### src/include/remote_local_pkg.sv
// constants and types for the remote/local front-panel block and its event-code queue
// assumes one 250 MHz system clock; codes are signed decimal message numbers
package remote_local_pkg;

    // ****************************************
    // clock and timing
    // ****************************************
    localparam int CLK_PERIOD_PS = 4000;
    localparam int BLINK_HALF_MS = 250;
    localparam longint BLINK_HALF_CYC_L = (longint'(BLINK_HALF_MS) * 64'd1000000000) / CLK_PERIOD_PS;
    localparam int BLINK_HALF_CYC = int'(BLINK_HALF_CYC_L);

    // ****************************************
    // queue and code sizes
    // ****************************************
    localparam int QUEUE_DEPTH = 10;
    localparam int CODE_W = 11;
    localparam int NUM_KEYS = 8;

    // ****************************************
    // event classes
    // ****************************************
    typedef enum logic [1:0] {
        no_event_class = 2'b00,
        error_event_class = 2'b01,
        status_event_class = 2'b10,
        system_error_class = 2'b11
    } event_class_t;

    // ****************************************
    // remote/local state
    // ****************************************
    typedef enum logic [0:0] {
        ST_LOCAL = 1'b0,
        ST_REMOTE = 1'b1
    } panel_state_t;

    // reset values
    localparam logic RESET_LOCKOUT = 1'b0;
    localparam logic RESET_BLINK = 1'b0;

    // code written in place of the newest entry when the queue overflows
    localparam logic signed [CODE_W-1:0] CODE_QUEUE_OVERFLOW = -11'sd350;

endpackage

### src/core/remote_local_events.sv
// front-panel remote/local control, key lockout and event-code classification queue
// assumes bus decode elsewhere delivers one-cycle pulses for listen addressing, go-to-local
// and local lockout, and that all inputs are synchronous to sys_clk
`timescale 1ns/1ps

module remote_local_events
    import remote_local_pkg::*;
#(
    parameter int BLINK_CYC = BLINK_HALF_CYC,
    parameter int DEPTH = QUEUE_DEPTH,
    parameter int KEYS = NUM_KEYS
) (
    input wire logic sys_clk, // system clock, 250 MHz
    input wire logic nrst, // asynchronous reset, active low
    input wire logic host_control_grant_line, // remote-enable line level from the bus
    input wire logic listen_addr, // pulse: addressed as listener
    input wire logic go_local_cmd, // pulse: go-to-local bus command
    input wire logic lockout_cmd, // pulse: local lockout bus command
    input wire logic local_key, // pulse: local key pressed
    input wire logic [KEYS-1:0] panel_keys, // pulses: other front-panel keys
    input wire logic user_msg_shown, // level: display holds a user message
    input wire logic evt_valid, // pulse: new message code offered
    input wire logic signed [CODE_W-1:0] evt_code, // message code
    input wire logic queue_pop, // pulse: controller reads the oldest entry
    input wire logic summary_clr, // pulse: clear the sticky summary bits
    input wire logic [2:0] srq_enable, // enables for error, system error, status summaries
    output logic remote_r, // level: device in remote state
    output logic lockout_r, // level: local lockout in effect
    output logic remote_ind_r, // level: blinking remote indicator
    output logic [KEYS-1:0] keys_out_r, // pulses: keys passed to the panel logic
    output logic display_restore_r, // pulse: return display to normal
    output logic evt_reject_r, // pulse: offered code is not a known message
    output logic signed [CODE_W-1:0] head_code_r, // oldest queued code
    output event_class_t head_class_r, // class of the oldest queued code
    output logic queue_avail_r, // level: queue holds at least one entry
    output logic [3:0] queue_count_r, // number of queued entries
    output logic err_sum_r, // sticky: error event seen
    output logic sys_sum_r, // sticky: system error event seen
    output logic stat_sum_r, // sticky: status event seen
    output logic srq_r // level: service request
);

    // ****************************************
    // elaboration checks
    // ****************************************
    if (DEPTH < 2 || DEPTH > 15) begin : g_depth_chk
        $error("queue depth must be 2 to 15");
    end
    if (BLINK_CYC < 1) begin : g_blink_chk
        $error("blink count must be at least one");
    end

    // ****************************************
    // code classification
    // ****************************************
    function automatic event_class_t classify(input logic signed [CODE_W-1:0] c);
        event_class_t k;
        k = no_event_class;
        unique case (c)
            -11'sd440, -11'sd430, -11'sd420, -11'sd410: k = error_event_class;
            -11'sd363, -11'sd350: k = system_error_class;
            -11'sd330, -11'sd314, -11'sd315: k = error_event_class;
            -11'sd260, -11'sd241, -11'sd230, -11'sd225, -11'sd224, -11'sd223,
            -11'sd222, -11'sd221, -11'sd220, -11'sd200: k = error_event_class;
            -11'sd178, -11'sd171, -11'sd170, -11'sd161, -11'sd160, -11'sd158,
            -11'sd154, -11'sd151, -11'sd150, -11'sd148, -11'sd144, -11'sd141,
            -11'sd140, -11'sd124, -11'sd123, -11'sd121, -11'sd120, -11'sd114,
            -11'sd113, -11'sd112, -11'sd111, -11'sd110, -11'sd109, -11'sd108,
            -11'sd105, -11'sd104, -11'sd103, -11'sd102, -11'sd101,
            -11'sd100: k = error_event_class;
            11'sd0, 11'sd101, 11'sd301, 11'sd302, 11'sd306, 11'sd310: k = status_event_class;
            11'sd320, 11'sd321, 11'sd322, 11'sd323: k = status_event_class;
            11'sd404, 11'sd405, 11'sd406, 11'sd407, 11'sd409, 11'sd410,
            11'sd411, 11'sd412, 11'sd413, 11'sd438, 11'sd440: k = error_event_class;
            11'sd500, 11'sd510, 11'sd511, 11'sd512, 11'sd514, 11'sd515,
            11'sd522: k = error_event_class;
            11'sd610: k = status_event_class;
            11'sd900: k = error_event_class;
            default: k = no_event_class;
        endcase
        return k;
    endfunction

    // ****************************************
    // remote/local state
    // ****************************************
    panel_state_t state_r;
    logic local_ok;

    // the local key only counts when lockout is not in effect
    assign local_ok = local_key && !lockout_r;

    always_ff @(posedge sys_clk or negedge nrst) begin
        if (!nrst) begin
            state_r <= ST_LOCAL;
        end else begin
            unique case (state_r)
                ST_LOCAL: begin
                    // remote-enable alone is not enough; the listen address must arrive with it
                    if (listen_addr && host_control_grant_line && !go_local_cmd) begin
                        state_r <= ST_REMOTE;
                    end
                end
                ST_REMOTE: begin
                    if (go_local_cmd || !host_control_grant_line) begin
                        state_r <= ST_LOCAL;
                    end else if (local_ok) begin
                        state_r <= ST_LOCAL;
                    end
                end
            endcase
        end
    end

    always_ff @(posedge sys_clk or negedge nrst) begin
        if (!nrst) begin
            remote_r <= 1'b0;
        end else begin
            remote_r <= (state_r == ST_REMOTE);
        end
    end

    // lockout survives until go-to-local or reset; dropping remote-enable also ends it
    always_ff @(posedge sys_clk or negedge nrst) begin
        if (!nrst) begin
            lockout_r <= RESET_LOCKOUT;
        end else if (go_local_cmd || !host_control_grant_line) begin
            lockout_r <= 1'b0;
        end else if (lockout_cmd) begin
            lockout_r <= 1'b1;
        end
    end

    // ****************************************
    // indicator blink
    // ****************************************
    logic [31:0] blink_cnt_r;
    logic blink_phase_r;

    always_ff @(posedge sys_clk or negedge nrst) begin
        if (!nrst) begin
            blink_cnt_r <= 32'h0000_0000;
            blink_phase_r <= RESET_BLINK;
        end else if (state_r != ST_REMOTE) begin
            // restart so the block always appears lit first on entry
            blink_cnt_r <= 32'h0000_0000;
            blink_phase_r <= 1'b1;
        end else if (blink_cnt_r == 32'(BLINK_CYC - 1)) begin
            blink_cnt_r <= 32'h0000_0000;
            blink_phase_r <= !blink_phase_r;
        end else begin
            blink_cnt_r <= blink_cnt_r + 32'h0000_0001;
        end
    end

    always_ff @(posedge sys_clk or negedge nrst) begin
        if (!nrst) begin
            remote_ind_r <= 1'b0;
        end else begin
            remote_ind_r <= (state_r == ST_REMOTE) && blink_phase_r && !local_ok;
        end
    end

    // ****************************************
    // key gating
    // ****************************************
    always_ff @(posedge sys_clk or negedge nrst) begin
        if (!nrst) begin
            keys_out_r <= '0;
            display_restore_r <= 1'b0;
        end else begin
            keys_out_r <= (state_r == ST_REMOTE) ? '0 : panel_keys;
            display_restore_r <= (state_r == ST_REMOTE) && local_ok && user_msg_shown;
        end
    end

    // ****************************************
    // message queue
    // ****************************************
    localparam int PW = $clog2(DEPTH);
    logic signed [CODE_W-1:0] code_mem [DEPTH];
    event_class_t class_mem [DEPTH];
    logic [PW-1:0] wr_ptr_r;
    logic [PW-1:0] rd_ptr_r;
    logic [3:0] count_r;
    event_class_t in_class;
    logic do_pop;
    logic do_push;
    logic full;

    function automatic logic [PW-1:0] ptr_inc(input logic [PW-1:0] p);
        return (p == PW'(DEPTH - 1)) ? '0 : PW'(p + 1'b1);
    endfunction

    assign in_class = classify(evt_code);
    assign full = (count_r == 4'(DEPTH));
    assign do_pop = queue_pop && (count_r != 4'h0);
    assign do_push = evt_valid && (in_class != no_event_class);

    // when full, the newest slot is overwritten by the overflow code instead of losing order
    always_ff @(posedge sys_clk) begin
        if (do_push && !(full && !do_pop)) begin
            code_mem[wr_ptr_r] <= evt_code;
            class_mem[wr_ptr_r] <= in_class;
        end else if (do_push) begin
            code_mem[wr_ptr_r == '0 ? PW'(DEPTH - 1) : PW'(wr_ptr_r - 1'b1)] <= CODE_QUEUE_OVERFLOW;
            class_mem[wr_ptr_r == '0 ? PW'(DEPTH - 1) : PW'(wr_ptr_r - 1'b1)] <= system_error_class;
        end
    end

    always_ff @(posedge sys_clk or negedge nrst) begin
        if (!nrst) begin
            wr_ptr_r <= '0;
            rd_ptr_r <= '0;
            count_r <= 4'h0;
        end else begin
            if (do_push && !(full && !do_pop)) begin
                wr_ptr_r <= ptr_inc(wr_ptr_r);
            end
            if (do_pop) begin
                rd_ptr_r <= ptr_inc(rd_ptr_r);
            end
            if ((do_push && !full) && !do_pop) begin
                count_r <= count_r + 4'h1;
            end else if (do_pop && !do_push) begin
                count_r <= count_r - 4'h1;
            end
        end
    end

    always_ff @(posedge sys_clk or negedge nrst) begin
        if (!nrst) begin
            head_code_r <= '0;
            head_class_r <= no_event_class;
            queue_avail_r <= 1'b0;
            queue_count_r <= 4'h0;
            evt_reject_r <= 1'b0;
        end else begin
            head_code_r <= (count_r != 4'h0) ? code_mem[rd_ptr_r] : '0;
            head_class_r <= (count_r != 4'h0) ? class_mem[rd_ptr_r] : no_event_class;
            queue_avail_r <= (count_r != 4'h0);
            queue_count_r <= count_r;
            evt_reject_r <= evt_valid && (in_class == no_event_class);
        end
    end

    // ****************************************
    // class summaries and service request
    // ****************************************
    // a new event in the clearing cycle wins over the clear
    always_ff @(posedge sys_clk or negedge nrst) begin
        if (!nrst) begin
            err_sum_r <= 1'b0;
            sys_sum_r <= 1'b0;
            stat_sum_r <= 1'b0;
        end else begin
            err_sum_r <= (do_push && in_class == error_event_class) || (err_sum_r && !summary_clr);
            sys_sum_r <= (do_push && (in_class == system_error_class || (full && !do_pop)))
                         || (sys_sum_r && !summary_clr);
            stat_sum_r <= (do_push && in_class == status_event_class) || (stat_sum_r && !summary_clr);
        end
    end

    always_ff @(posedge sys_clk or negedge nrst) begin
        if (!nrst) begin
            srq_r <= 1'b0;
        end else begin
            srq_r <= |({stat_sum_r, sys_sum_r, err_sum_r} & srq_enable);
        end
    end

    // ****************************************
    // checks
    // ****************************************
    ren_only_stays_a: assert property (@(posedge sys_clk) disable iff (!nrst)
        (state_r == ST_LOCAL && !listen_addr) |=> state_r == ST_LOCAL)
        else $error("remote entered without listen addressing");
    remote_entry_a: assert property (@(posedge sys_clk) disable iff (!nrst)
        (state_r == ST_LOCAL && listen_addr && host_control_grant_line && !go_local_cmd) |=> ##1 remote_r)
        else $error("remote not entered after listen with remote enable");
    indicator_remote_a: assert property (@(posedge sys_clk) disable iff (!nrst)
        remote_ind_r |-> $past(state_r) == ST_REMOTE)
        else $error("indicator lit outside remote");
    keys_locked_a: assert property (@(posedge sys_clk) disable iff (!nrst)
        (state_r == ST_REMOTE) |=> keys_out_r == '0)
        else $error("key passed while remote");
    local_key_exit_a: assert property (@(posedge sys_clk) disable iff (!nrst)
        (state_r == ST_REMOTE && local_key && !lockout_r) |=> state_r == ST_LOCAL ##1 !remote_r)
        else $error("local key did not leave remote");
    lockout_hold_a: assert property (@(posedge sys_clk) disable iff (!nrst)
        (state_r == ST_REMOTE && lockout_r && !go_local_cmd && host_control_grant_line)
        |=> state_r == ST_REMOTE)
        else $error("remote left under lockout");
    go_local_a: assert property (@(posedge sys_clk) disable iff (!nrst)
        go_local_cmd |=> !lockout_r && state_r == ST_LOCAL)
        else $error("go-to-local did not cancel");
    queue_bound_a: assert property (@(posedge sys_clk) disable iff (!nrst)
        count_r <= 4'(DEPTH))
        else $error("queue beyond depth");
    overflow_class_a: assert property (@(posedge sys_clk) disable iff (!nrst)
        (do_push && full && !do_pop) |=> sys_sum_r)
        else $error("overflow not flagged as system error");
    error_class_a: assert property (@(posedge sys_clk) disable iff (!nrst)
        (evt_valid && evt_code == -11'sd410) |=> err_sum_r && !evt_reject_r)
        else $error("query fault not an error event");
    status_class_a: assert property (@(posedge sys_clk) disable iff (!nrst)
        (evt_valid && evt_code == 11'sd323) |=> stat_sum_r)
        else $error("shutdown code not a status event");
    srq_follow_a: assert property (@(posedge sys_clk) disable iff (!nrst)
        (err_sum_r && srq_enable[0]) |=> srq_r)
        else $error("service request missing");

endmodule // remote_local_events

### config.mk
export PLATFORM = sky130hd
export DESIGN_NAME = remote_local_events
export DESIGN_NICKNAME = d
export VERILOG_FILES = /design/src/include/remote_local_pkg.sv /design/src/core/remote_local_events.sv
export SDC_FILE = /design/constraint.sdc
export NUM_CORES = 1
export LEC_CHECK = 0
export BUFFER_PORTS_ARGS = -buffer_cell sky130_fd_sc_hd__buf_2
export CAP_MARGIN = 20
export CORE_AREA = 2 2 160 162
export CTS_CLUSTER_SIZE = 25
export DETAILED_ROUTE_END_ITERATION = 10
export DIE_AREA = 0 0 162 164
export PLACE_DENSITY_LB_ADDON = 0.25
export SETUP_SLACK_MARGIN = 0.4
export SLEW_MARGIN = 20
export SYNTH_ARGS = -nofsm -noshare
export SYNTH_HDL_FRONTEND = slang
export SYNTH_SLANG_ARGS = --single-unit
### constraint.sdc
create_clock -name sys_clk -period 3.2 [get_ports sys_clk]
set_clock_uncertainty 0.2 [all_clocks]
set_input_delay 0.32 -clock sys_clk [delete_from_list [all_inputs] [get_ports sys_clk]]
set_output_delay 0.32 -clock sys_clk [all_outputs]
set_load 0.01 [all_outputs]
==> summary.md, run 1 <==
| Metric | Value |
|---|---|
| Fin util | `47.7%` |
| Sequential area share after synthesis | `61.9%` |
| Area grow syn2layout | `23.5%` |
| DIE HEIGHT | `164 um` |
| Critical R2R Capture | `count_r[3]` |
| CTS buffer count | `22` |
| Global placer's final weighted congestion | `0.808` |
| CP top delay family | `simple AND/OR/NAND/NOR gates` |
| Yosys reg bits | `211` |
| CP Capture Type | `register` |
| Filler instances | `2243` |
| Post-Syn Instances | `706` |
| Crit path largest cell delay | `560 ps` |
| Max Clock Freq | `359 MHz` |
| DR iter-0 viols | `323` |
| Clock sinks | `211` |
| Mapped cell area | `9590 um^2` |
| GRT Overall Usage | `17.2%` |
| CP Buf/Inv Count | `1` |
| DP Area | `10900 um^2` |
| Cell Pwr Density | `657 nW/um^2` |
| Setup Total Neg Slack | `0 ps` |
| Post-route cell area | `11800 um^2` |
| Initial antenna violation count | `0` |
| First-pass iteration count of the detailed router | `4` |
| Hpwl dp | `14800 um` |
| Die width | `162 um` |
| Commonest non-fill, non-tap cells in the layout | `130 x edfxtp_1, 80 x dfrtp_1, 66 x buf_2` |
| CTS clk-pin slew, worst paths | `60 ps` |
| GRT overflow | `0` |
| Yosys Warn Count | `0` |
| Worst-path maximum fanout | `11` |
| Setup CP Type | `in2reg` |
| Starting Density | `38.6%` |
| Htree depth | `1` |
| Drc violations | `0` |
| Die area | `26600 um^2` |
| Root buffer cell | `clkbuf_16` |
| Leak Pwr | `0.00439 uW` |
| Synth unique cells | `74` |
| Vias in the first global route | `6557` |
| First-pass GRT wire length | `35800 um` |
| Minimum clock period | `2780 ps` |
| Worst Tran Pin Value | `1030 ps` |
| Core Area | `24800 um^2` |
| CTS tree | `done` |
| Outcome | `complete, no violations` |
| Clock latency on the worst-skew pair | `500 ps` |
| IO Port Bufs | `67` |
| Hold endpoint | `rd_ptr_r[0]` |
| Syn_area_per_cell | `13.6 um^2` |
| Most frequent CP cell | `a21o_1` |
| Post-synth net total | `743` |
| Largest net degree at the start of global routing | `61` |
| Clock Path Buffers | `3` |
| R2R setup slack | `610 ps` |
| Post-synth EDFFs | `130` |
| Final worst-path cycle share | `87.0%` |
| Worst path slowest cell | `or4b_4` |
| Worst Setup Start Kind | `primary input` |
| Relative slew margins | `31.4%` |
| Site Rows | `58` |
| Setup-failing EPs final | `0` |
| RSZ-0062 raised after global routing | `true` |
| Fin. max-slew vios | `0` |
| Diodes inserted | `0` |
| Hold crit path type | `in2reg` |
| WL final | `22200 um` |
| Crit Reg-Reg Startpoint | `count_r[0]` |
| Vias per cell | `5.25` |
| Share of cells above drive strength 1 | `28.2%` |
| R2R depth | `9` |
| Vias | `6229` |
| Endpoints failing hold | `0` |
| Ys async rst share | `38.4%` |
| # IOs | `68` |
| Critical path, cell by cell | `buf_2 > or3b_1 > o21ai_1 > a22oi_1 > or4b_4 > nand4_4 > o31ai_4 > nand2b_4 > ha_1 > a21o_1 > a21oi_2 > nand2_1 > a21o_1 > o2111ai_1` |
| Final ANT Viol Nets | `0` |
| Most used DFF post-synth | `edfxtp_1` |
| Max Cap Viol | `0` |
| WP data arrival | `3000 ps` |
| Worst VDD drop | `0.449 mV` |
| Most common cell after layout, fill and taps aside | `edfxtp_1` |
| Worst hold stages | `3` |
| WL/cell | `18.8 um` |
| Hold path startpoint | `queue_pop` |
| Layout Nets | `877` |
| Critical Path RT | `3420 ps` |
==> per-layer routing <==
metal / up-vias / wire length, um / global-route usage [%]
met4: 0 / 310 / 4.10
met3: 22 / 1040 / 2.40
met2: 135 / 11000 / 29.9
met1: 3156 / 9900 / 23.0
li1: 2916 / - / -
met5: - / 0 / 0
==> flip-flops by register name, indices dropped and copies added, names as in the netlist, 2 cells and up <==
| signal | flops |
|---|---|
| queue_count_r | 4 |
| head_class_r | 2 |
| blink_cnt_r | 32 |
| rd_ptr_r | 4 |
| code_mem | 110 |
| head_code_r | 11 |
| count_r | 4 |
| keys_out_r | 8 |
| wr_ptr_r | 4 |
| class_mem | 20 |
==> synth_stat cells, drive strengths merged (6+ instances only) <==
library cell | number | area, um^2
edfxtp | 130 | 3900
dfrtp | 81 | 2030
nor2 | 61 | 229
nand2 | 36 | 135
nor2b | 32 | 200
a211oi | 27 | 203
buf | 27 | 184
mux4 | 26 | 586
xor2 | 25 | 219
nand3 | 21 | 105
clkbuf | 19 | 71.3
nor3 | 18 | 95.1
inv | 16 | 60.1
xnor2 | 16 | 140
mux2i | 15 | 154
nand4 | 12 | 90.1
nor4 | 12 | 93.8
nand2b | 11 | 68.8
a21oi | 9 | 48.8
and2 | 9 | 56.3
and3 | 9 | 56.3
o21ai | 9 | 45.0
nor4b | 8 | 88.8
nor3b | 6 | 45.0
==> worst register-to-register path: stages, from the launching register on <==
cell and delay (ps):
dfrtp_1 490, o31a_1 340, o21bai_1 380, nand2b_4 120, ha_1 290, a21o_1 190
a21oi_2 190, nand2_1 70, a21o_1 160, o2111ai_1 90
==> kinds of logic (layout without fill, tap and decap cells) <==
group / Yosys count / in the layout / synth area share [%]
buffers and inverters: 62 / 212 / 3.29
AOI/OAI and AO/OA: 83 / 83 / 6.97
xor gates and xnor gates: 41 / 41 / 3.75
DFF: 211 / 211 / 61.9
adders and majority gates: 5 / 5 / 0.705
muxes: 43 / 43 / 7.95
and+or+nand+nor: 261 / 261 / 15.5
==> report_power, final <==
| part | switching, uW | internal (uW) |
|---|---|---|
| combinational | 880 | 932 |
| clock | 1050 | 1400 |
| sequential | 408 | 3110 |
| total | 2340 | 5440 |
==> cell type report <==
class                           instances  area (um^2)  area share, %
Sequential cell                       211         5930           50.1
Multi-Input combinational cell        433         3490           29.5
Timing Repair Buffer                  156         1240           10.5
Clock buffer                           24          579           4.89
Tap cell                              330          413           3.49
Clock inverter                         16          121           1.02
Inverter                               16         60.1          0.507
==> worst max path at each step <==
stage	start	end	slack [ps]	cells after the start
after global placement	evt_code[4]	code_mem[9][8]	-390	11
after floorplan	evt_code[3]	class_mem[2][0]	90	10
after CTS	evt_code[1]	code_mem[8][6]	400	10
after global routing	evt_code[6]	count_r[3]	290	14
after detailed placement	evt_code[4]	code_mem[9][8]	-380	11
final	evt_code[1]	count_r[3]	420	14
==> timing repair <==
item,4_1_cts,5_1_grt
setup endpoints to repair,176,122
gates resized for setup,7,7
hold endpoints to repair,75,0
hold buffers,19,0
cloned,0,0
setup buffers,0,0
pin swaps,0,2
==> through the flow <==
| stage | total power (uW) | cells | worst slack (ps) | hold slack, ps |
|---|---|---|---|---|
| 3_3_place_gp | 5330 | 1127 | -392 | 222 |
| 6_report | 7780 | 1186 | 416 | 141 |
| 2_1_floorplan | 4690 | 706 | 87.1 | -176 |
| 3_5_place_dp | 5390 | 1127 | -380 | 237 |
| 5_1_grt | 8190 | 1186 | 289 | 160 |
| 4_1_cts | 7870 | 1186 | 405 | 134 |
Note: power is estimated with default switching activity, not from simulation.
==> run 2, diff against run 1 <==
Settings changed: BUFFER_PORTS_ARGS -buffer_cell sky130_fd_sc_hd__buf_2 to -buffer_cell sky130_fd_sc_hd__buf_4.
==> run 2 against run 1 <==
  * Clock power increased by 4%
  * Global-route usage fell by 0.35 points
  * Non-clock buffer count grew 17
  * Fmax down 1.3%
  * Routed wire length decreased by 0.77%
  * Clock-buffer cell count rose by 8
  * Register-to-register slack lost 20 ps
  * Critical path type unchanged
  * Largest cell class unchanged
  * Largest power group unchanged
==> summary.md, run 2 (synthesis gave the netlist of run 1 again) <==
| Metric | Value |
|---|---|
| Layout Nets | `895 (+2.1%)` |
| Vias per cell | `5.24 (-0.18%)` |
| Vias in the first global route | `6503 (-0.82%)` |
| Worst path slowest cell | `or3b_1` |
| Max Clock Freq | `355 MHz (-1.3%)` |
| Global placer's final weighted congestion | `0.854 (+5.7%)` |
| Final ANT Viol Nets | `0 (unchanged)` |
| CP Buf/Inv Count | `1 (unchanged)` |
| RSZ-0062 raised after global routing | `true` |
| Cell Pwr Density | `649 nW/um^2 (-1.2%)` |
| Post-route cell area | `12200 um^2 (+2.9%)` |
| Vias | `6312 (+1.3%)` |
| CP top delay family | `compound AO/OA/AOI/OAI gates` |
| Clock latency on the worst-skew pair | `520 ps (+20 ps)` |
| Commonest non-fill, non-tap cells in the layout | `136 x buf_4, 130 x edfxtp_1, 80 x dfrtp_1` |
| Die area | `26600 um^2 (unchanged)` |
| Outcome | `complete, no violations` |
| Sequential power share | `43.2% (-2.0 points)` |
| Most frequent CP cell | `a21o_1` |
| Crit path largest cell delay | `400 ps (-160 ps)` |
| Largest register FFs | `110 (unchanged)` |
| Minimum clock period | `2820 ps (+36.9 ps)` |
| Clk network pwr share | `32.2% (+0.7 points)` |
| Max Cap Viol | `0 (unchanged)` |
| First-pass iteration count of the detailed router | `4 (unchanged)` |
| CTS buffer count | `23 (+4.5%)` |
| Starting Density | `38.6% (unchanged)` |
| Die width | `162 um (unchanged)` |
| Initial antenna violation count | `0 (unchanged)` |
| Clock Path Buffers | `3 (unchanged)` |
| Setup CP Type | `in2reg` |
| Core Area | `24800 um^2 (unchanged)` |
| DIE HEIGHT | `164 um (unchanged)` |
| Drc violations | `0 (unchanged)` |
| CTS clk-pin slew, worst paths | `60 ps (about the same)` |
| Most used routing layer | `met2` |
| First-pass GRT wire length | `35300 um (-1.4%)` |
| Setup-failing EPs final | `0 (unchanged)` |
| DP Area | `11200 um^2 (+2.7%)` |
| Worst Setup Start Kind | `primary input` |
| Worst VDD drop | `0.387 mV (-14%)` |
| Worst Tran Pin Value | `1030 ps (-2.37 ps)` |
| Critical path, cell by cell | `buf_4 > or3b_1 > o32a_1 > o311a_1 > a2111oi_4 > or2_4 > o31ai_4 > nand2b_4 > ha_1 > a21o_1 > a21oi_2 > nand2_1 > a21o_1 > o2111ai_1` |
| Internal Power | `5610 uW (+3.1%)` |
| Setup Total Neg Slack | `0 ps (unchanged)` |
| GRT overflow | `0 (unchanged)` |
| GRT met3 Usage | `2.05% (-0.35 points)` |
| Switching share of power | `29.0% (-1.0 points)` |
| Logic pwr share | `24.6% (+1.3 points)` |
| Hpwl dp | `14700 um (-0.67%)` |
| DR iter-0 viols | `515 (+59%)` |
| Reg with most FFs | `code_mem` |
| Regs by FF count | `code_mem: 110 flops, blink_cnt_r: 32 flops, class_mem: 20 flops` |
| CP Capture Type | `register` |
| # IOs | `68 (unchanged)` |
| Share of cells above drive strength 1 | `28.4% (+0.22 points)` |
| CTS tree | `done` |
| Site Rows | `58 (unchanged)` |
| Relative slew margins | `31.6% (+0.16 points)` |
| Final worst-path cycle share | `88.2% (+1.2 points)` |
| Diodes inserted | `0 (unchanged)` |
| Htree depth | `1 (unchanged)` |
| Fin util | `49.1% (+1.4 points)` |
| Leak Pwr | `0.00453 uW (+3.3%)` |
| Largest net degree at the start of global routing | `82 (+34%)` |
| Worst-path maximum fanout | `13 (+2)` |
| Clock sinks | `211 (unchanged)` |
| Final setup margin | `379 ps (-36.9 ps)` |
| WP data arrival | `3050 ps (+50 ps)` |
| Hold crit path type | `in2reg` |
| Most common cell after layout, fill and taps aside | `buf_4` |
| Critical Path RT | `3430 ps (about the same)` |
| Area grow syn2layout | `27.1%` |
| GRT Overall Usage | `16.8% (-0.35 points)` |
| Dpl ws | `-439 ps (-58.9 ps)` |
| Psw | `2300 uW (-1.8%)` |
| IO Port Bufs | `67 (unchanged)` |
| Root buffer cell | `clkbuf_16` |
| Fin. max-slew vios | `0 (unchanged)` |
| Met1 Usage GRT | `23.3% (+0.30 points)` |
| Tot Pwr | `7910 uW (+1.7%)` |
| WL final | `22100 um (-0.77%)` |
| Endpoints failing hold | `0 (unchanged)` |
| Met2 usage | `28.6% (-1.3 points)` |
| WL/cell | `18.3 um (-2.3%)` |
-- run 2: cell types whose count changed in the layout (fill, tap and decap cells not counted), moves of 3 or more --
cell,before,now
and2_1,5,8
and2_2,4,1
buf_2,66,0
buf_4,56,136
clkbuf_1,1,5
clkbuf_8,0,4
clkinv_4,3,0
-- run 2: what timing repair did --
action	CTS	global route
pin swaps	1	2
resized for setup	5	5
setup buffers	1	0
endpoints found under the setup margin	185	126
hold buffers	19	0
hold endpoints to repair	98	0
-- run 2: path summary, 6_finish.rpt --
path                       slack (ps)  cells past startpoint                to      startpoint
max                               380                     14        count_r[3]     evt_code[5]
min                               150                      3       rd_ptr_r[0]       queue_pop
max reg2reg                       590                      9        count_r[3]      count_r[0]
min reg2reg                       310                      1    blink_cnt_r[0]  blink_cnt_r[0]
max in group asynchronous        2050                      2       rd_ptr_r[0]            nrst
min in group asynchronous         220                      2  queue_count_r[0]            nrst
-- run 2: worst min-delay path: stages --
cell and delay [ps]:
buf_4 130, nor2b_1 220, xor2_1 160
-- run 2: power groups by stage --
stage,registers (uW),clock network [uW],logic (uW)
after floorplan,3330,0,1360
after CTS,3420,2600,1970
after global routing,3460,2720,2110
final,3410,2550,1950
after global placement,3470,0,1900
after detailed placement,3480,0,1930
-- run 2: stage by stage --
step / instances / hold slack (ps)
floorplan: 706 / -176
global placement: 1143 / 267
detailed placement: 1143 / 296
CTS: 1204 / 126
global route: 1204 / 163
finish: 1204 / 148
-- run 2: metal layers --
layer	wire length, um	part of all wire [%]
met1	10100	46
met3	827	3.7
met4	281	1.3
met2	10900	49
met5	0	0
-- run 2: area by class of cell --
type                            instances  area (um^2)
Timing Repair Buffer                  173         1550
Clock inverter                          9         85.1
Multi-Input combinational cell        433         3490
Clock buffer                           32          649
Tap cell                              330          413
Sequential cell                       211         5930
Fill cell                            2141        12600
Inverter                               16         60.1
==> run 3, diff against run 2 <==
Settings changed: CORE_AREA 2 2 160 162 to 2 2 158 160, DIE_AREA 0 0 162 164 to 0 0 160 162.
==> run 3 against run 2 <==
  * Core utilization rose by 0.93 points
  * Final area fell by 1.0%
  * Setup slack improved by 29 ps
  * Clock-buffer cell count rose by 1
  * Critical path depth did not move
  * Total power fell by 0.88%
  * Die area fell by 2.4%
  * Non-clock buffer count fell by 9
  * Cell count fell by 1.3%
  * Worst hold slack improved by 18 ps
==> summary.md, run 3 (synthesis gave the netlist of run 1 again) <==
| Metric | Value |
|---|---|
| Logic pwr share | `24.7% (about the same)` |
| Commonest non-fill, non-tap cells in the layout | `130 x edfxtp_1, 128 x buf_4, 80 x dfrtp_1` |
| Max Clock Freq | `358 MHz (+1.1%)` |
| DP Area | `11100 um^2 (-1.1%)` |
| Global placer's final weighted congestion | `0.852 (-0.21%)` |
| Area of the multi-input gates | `3490 um^2 (+0.22%)` |
| CP Capture Type | `register` |
| Clock sinks | `211 (unchanged)` |
| Psw | `2230 uW (-2.7%)` |
| Worst Setup Start Kind | `primary input` |
| Area grow syn2layout | `25.8%` |
| Leak Pwr | `0.00446 uW (-1.5%)` |
| Htree depth | `1 (unchanged)` |
| WL/cell | `18.3 um (-0.42%)` |
| Hpwl dp | `14400 um (-2.4%)` |
| CP Buf/Inv Count | `1 (unchanged)` |
| GRT Overall Usage | `17.1% (+0.30 points)` |
| CTS buffer count | `23 (unchanged)` |
| Hold endpoint | `rd_ptr_r[0]` |
| Critical R2R Capture | `count_r[3]` |
| RSZ-0062 raised after global routing | `true` |
| Crit Reg-Reg Startpoint | `count_r[0]` |
| Non-Filler Instances | `1188 (-1.3%)` |
| Worst path depth | `14 (unchanged)` |
| Layout Nets | `886 (-1.0%)` |
| Setup-failing EPs final | `0 (unchanged)` |
| Switching share of power | `28.5% (-0.54 points)` |
| Cells after DPL | `1126 (-1.5%)` |
| Max Cap Viol | `0 (unchanged)` |
| Vias | `6174 (-2.2%)` |
| First-pass GRT wire length | `35300 um (about the same)` |
| Hold path startpoint | `queue_pop` |
| Endpoints failing hold | `0 (unchanged)` |
| Minimum clock period | `2790 ps (-29.5 ps)` |
| Outcome | `complete, no violations` |
| Clock Path Buffers | `3 (unchanged)` |
| Hold crit path type | `in2reg` |
| Final ANT Viol Nets | `0 (unchanged)` |
| Root buffer cell | `clkbuf_16` |
| # IOs | `68 (unchanged)` |
| Fin. max-slew vios | `0 (unchanged)` |
| Cell Pwr Density | `650 nW/um^2 (+0.16%)` |
| First-pass iteration count of the detailed router | `4 (unchanged)` |
| DIE HEIGHT | `162 um (-1.2%)` |
| GRT overflow | `0 (unchanged)` |
| Core Area | `24100 um^2 (-2.9%)` |
| Final worst-path cycle share | `87.2% (-0.92 points)` |
| Worst VDD drop | `0.327 mV (-16%)` |
| CTS clk-pin slew, worst paths | `60 ps (about the same)` |
| Crit path largest cell delay | `400 ps (about the same)` |
| DR iter-0 viols | `332 (-36%)` |
| Sequential power share | `43.6% (+0.4 points)` |
| Reg with most FFs | `code_mem` |
| CTS tree | `done` |
| Worst-path maximum fanout | `5 (-8)` |
| Setup CP Type | `in2reg` |
| R2R depth | `9 (unchanged)` |
| Largest register FFs | `110 (unchanged)` |
| Largest net degree at the start of global routing | `82 (unchanged)` |
| Vias in the first global route | `6491 (-0.18%)` |
| CP top delay family | `compound AO/OA/AOI/OAI gates` |
| WP data arrival | `3010 ps (-40 ps)` |
| Drc violations | `0 (unchanged)` |
| WL final | `21700 um (-1.7%)` |
| Die width | `160 um (-1.2%)` |
| Vias per cell | `5.20 (-0.87%)` |
| Critical Path RT | `3420 ps (about the same)` |
| Share of cells above drive strength 1 | `27.5% (-0.83 points)` |
| Filler instances | `2151 (+0.47%)` |
| Post-route cell area | `12100 um^2 (-1.0%)` |
| Relative slew margins | `28.3% (-3.3 points)` |
| Clk network pwr share | `31.7% (-0.5 points)` |
| Tot Pwr | `7840 uW (-0.88%)` |
| Worst Tran Pin Value | `1080 ps (+49.4 ps)` |
| Clock latency on the worst-skew pair | `510 ps (about the same)` |
| Die area | `25900 um^2 (-2.4%)` |
| Worst path slowest cell | `or3b_1` |
| Most frequent CP cell | `a21o_1` |
| IO Port Bufs | `67 (unchanged)` |
| Initial antenna violation count | `0 (unchanged)` |
| Internal Power | `5600 uW (-0.13%)` |
| Critical path, cell by cell | `buf_4 > or3b_1 > o32a_1 > o311a_1 > a2111oi_2 > or2_4 > o31ai_4 > nand2b_4 > ha_1 > a21o_1 > a21oi_4 > nand2_1 > a21o_1 > o2111ai_1` |
| Most common cell after layout, fill and taps aside | `edfxtp_1` |
| Diodes inserted | `0 (unchanged)` |
| Site Rows | `57 (-1.7%)` |
| FF/Latch Area | `5930 um^2 (unchanged)` |
| Regs by FF count | `code_mem: 110 flops, blink_cnt_r: 32 flops, class_mem: 20 flops` |
| Starting Density | `39.8% (+1.1 points)` |
| Worst hold stages | `3 (unchanged)` |
| R2R setup slack | `600 ps (about the same)` |
==> run 3: power groups by stage <==
stage | clock network [uW] | logic [uW] | registers (uW)
floorplan | 0 | 1360 | 3330
global placement | 0 | 1870 | 3470
detailed placement | 0 | 1920 | 3470
CTS | 2550 | 1940 | 3420
global route | 2690 | 2120 | 3460
finish | 2490 | 1940 | 3410
==> run 3: timing repair <==
action | CTS | global route
pin swaps | 0 | 4
gates resized for setup | 2 | 15
endpoints found under the setup margin | 132 | 137
endpoints found under the hold margin | 98 | 0
hold buffers | 21 | 0
setup buffers | 0 | 1
==> run 3: metrics by stage <==
stage / setup TNS [ps] / hold slack [ps] / setup slack, ps / utilization [%]
finish: 0 / 166 / 409 / 50.0
global route: 0 / 171 / 279 / 50.0
floorplan: 0 / -176 / 87.1 / -
detailed placement: -36780 / 296 / -326 / 46.0
global placement: -34070 / 280 / -287 / 46.0
CTS: 0 / 140 / 282 / 49.8
==> run 3: worst register-to-register path, delay by kind of cell, from the launching register on <==
kind                     cells  cell delay, ps
AND/OR/NAND/NOR              2             200
flip-flops                   1             470
adder cells (fa/ha/maj)      1             300
AO/OA/AOI/OAI                6            1350
==> run 3: worst max path at each step <==
stage                      end   startpoint
6_report            count_r[3]  evt_code[5]
5_1_grt             count_r[3]  evt_code[5]
4_1_cts             count_r[3]  evt_code[5]
3_5_place_dp        count_r[3]  evt_code[6]
3_3_place_gp    code_mem[4][0]  evt_code[4]
2_1_floorplan  class_mem[2][0]  evt_code[3]
==> run 3: layout make-up <==
cell class                      instances  area share, %
Clock buffer                           33           5.17
Clock inverter                          7          0.706
Inverter                               16          0.498
Multi-Input combinational cell        433           29.0
Sequential cell                       211           49.2
Tap cell                              324           3.36
Timing Repair Buffer                  164           12.1
==> run 3: metal layers <==
layer,up-vias,wire length [um],track usage [%]
met4,0,342,4.30
met3,26,905,2.20
met1,3095,9390,22.4
met2,130,11000,30.5
li1,2923,-,-
met5,-,0,0
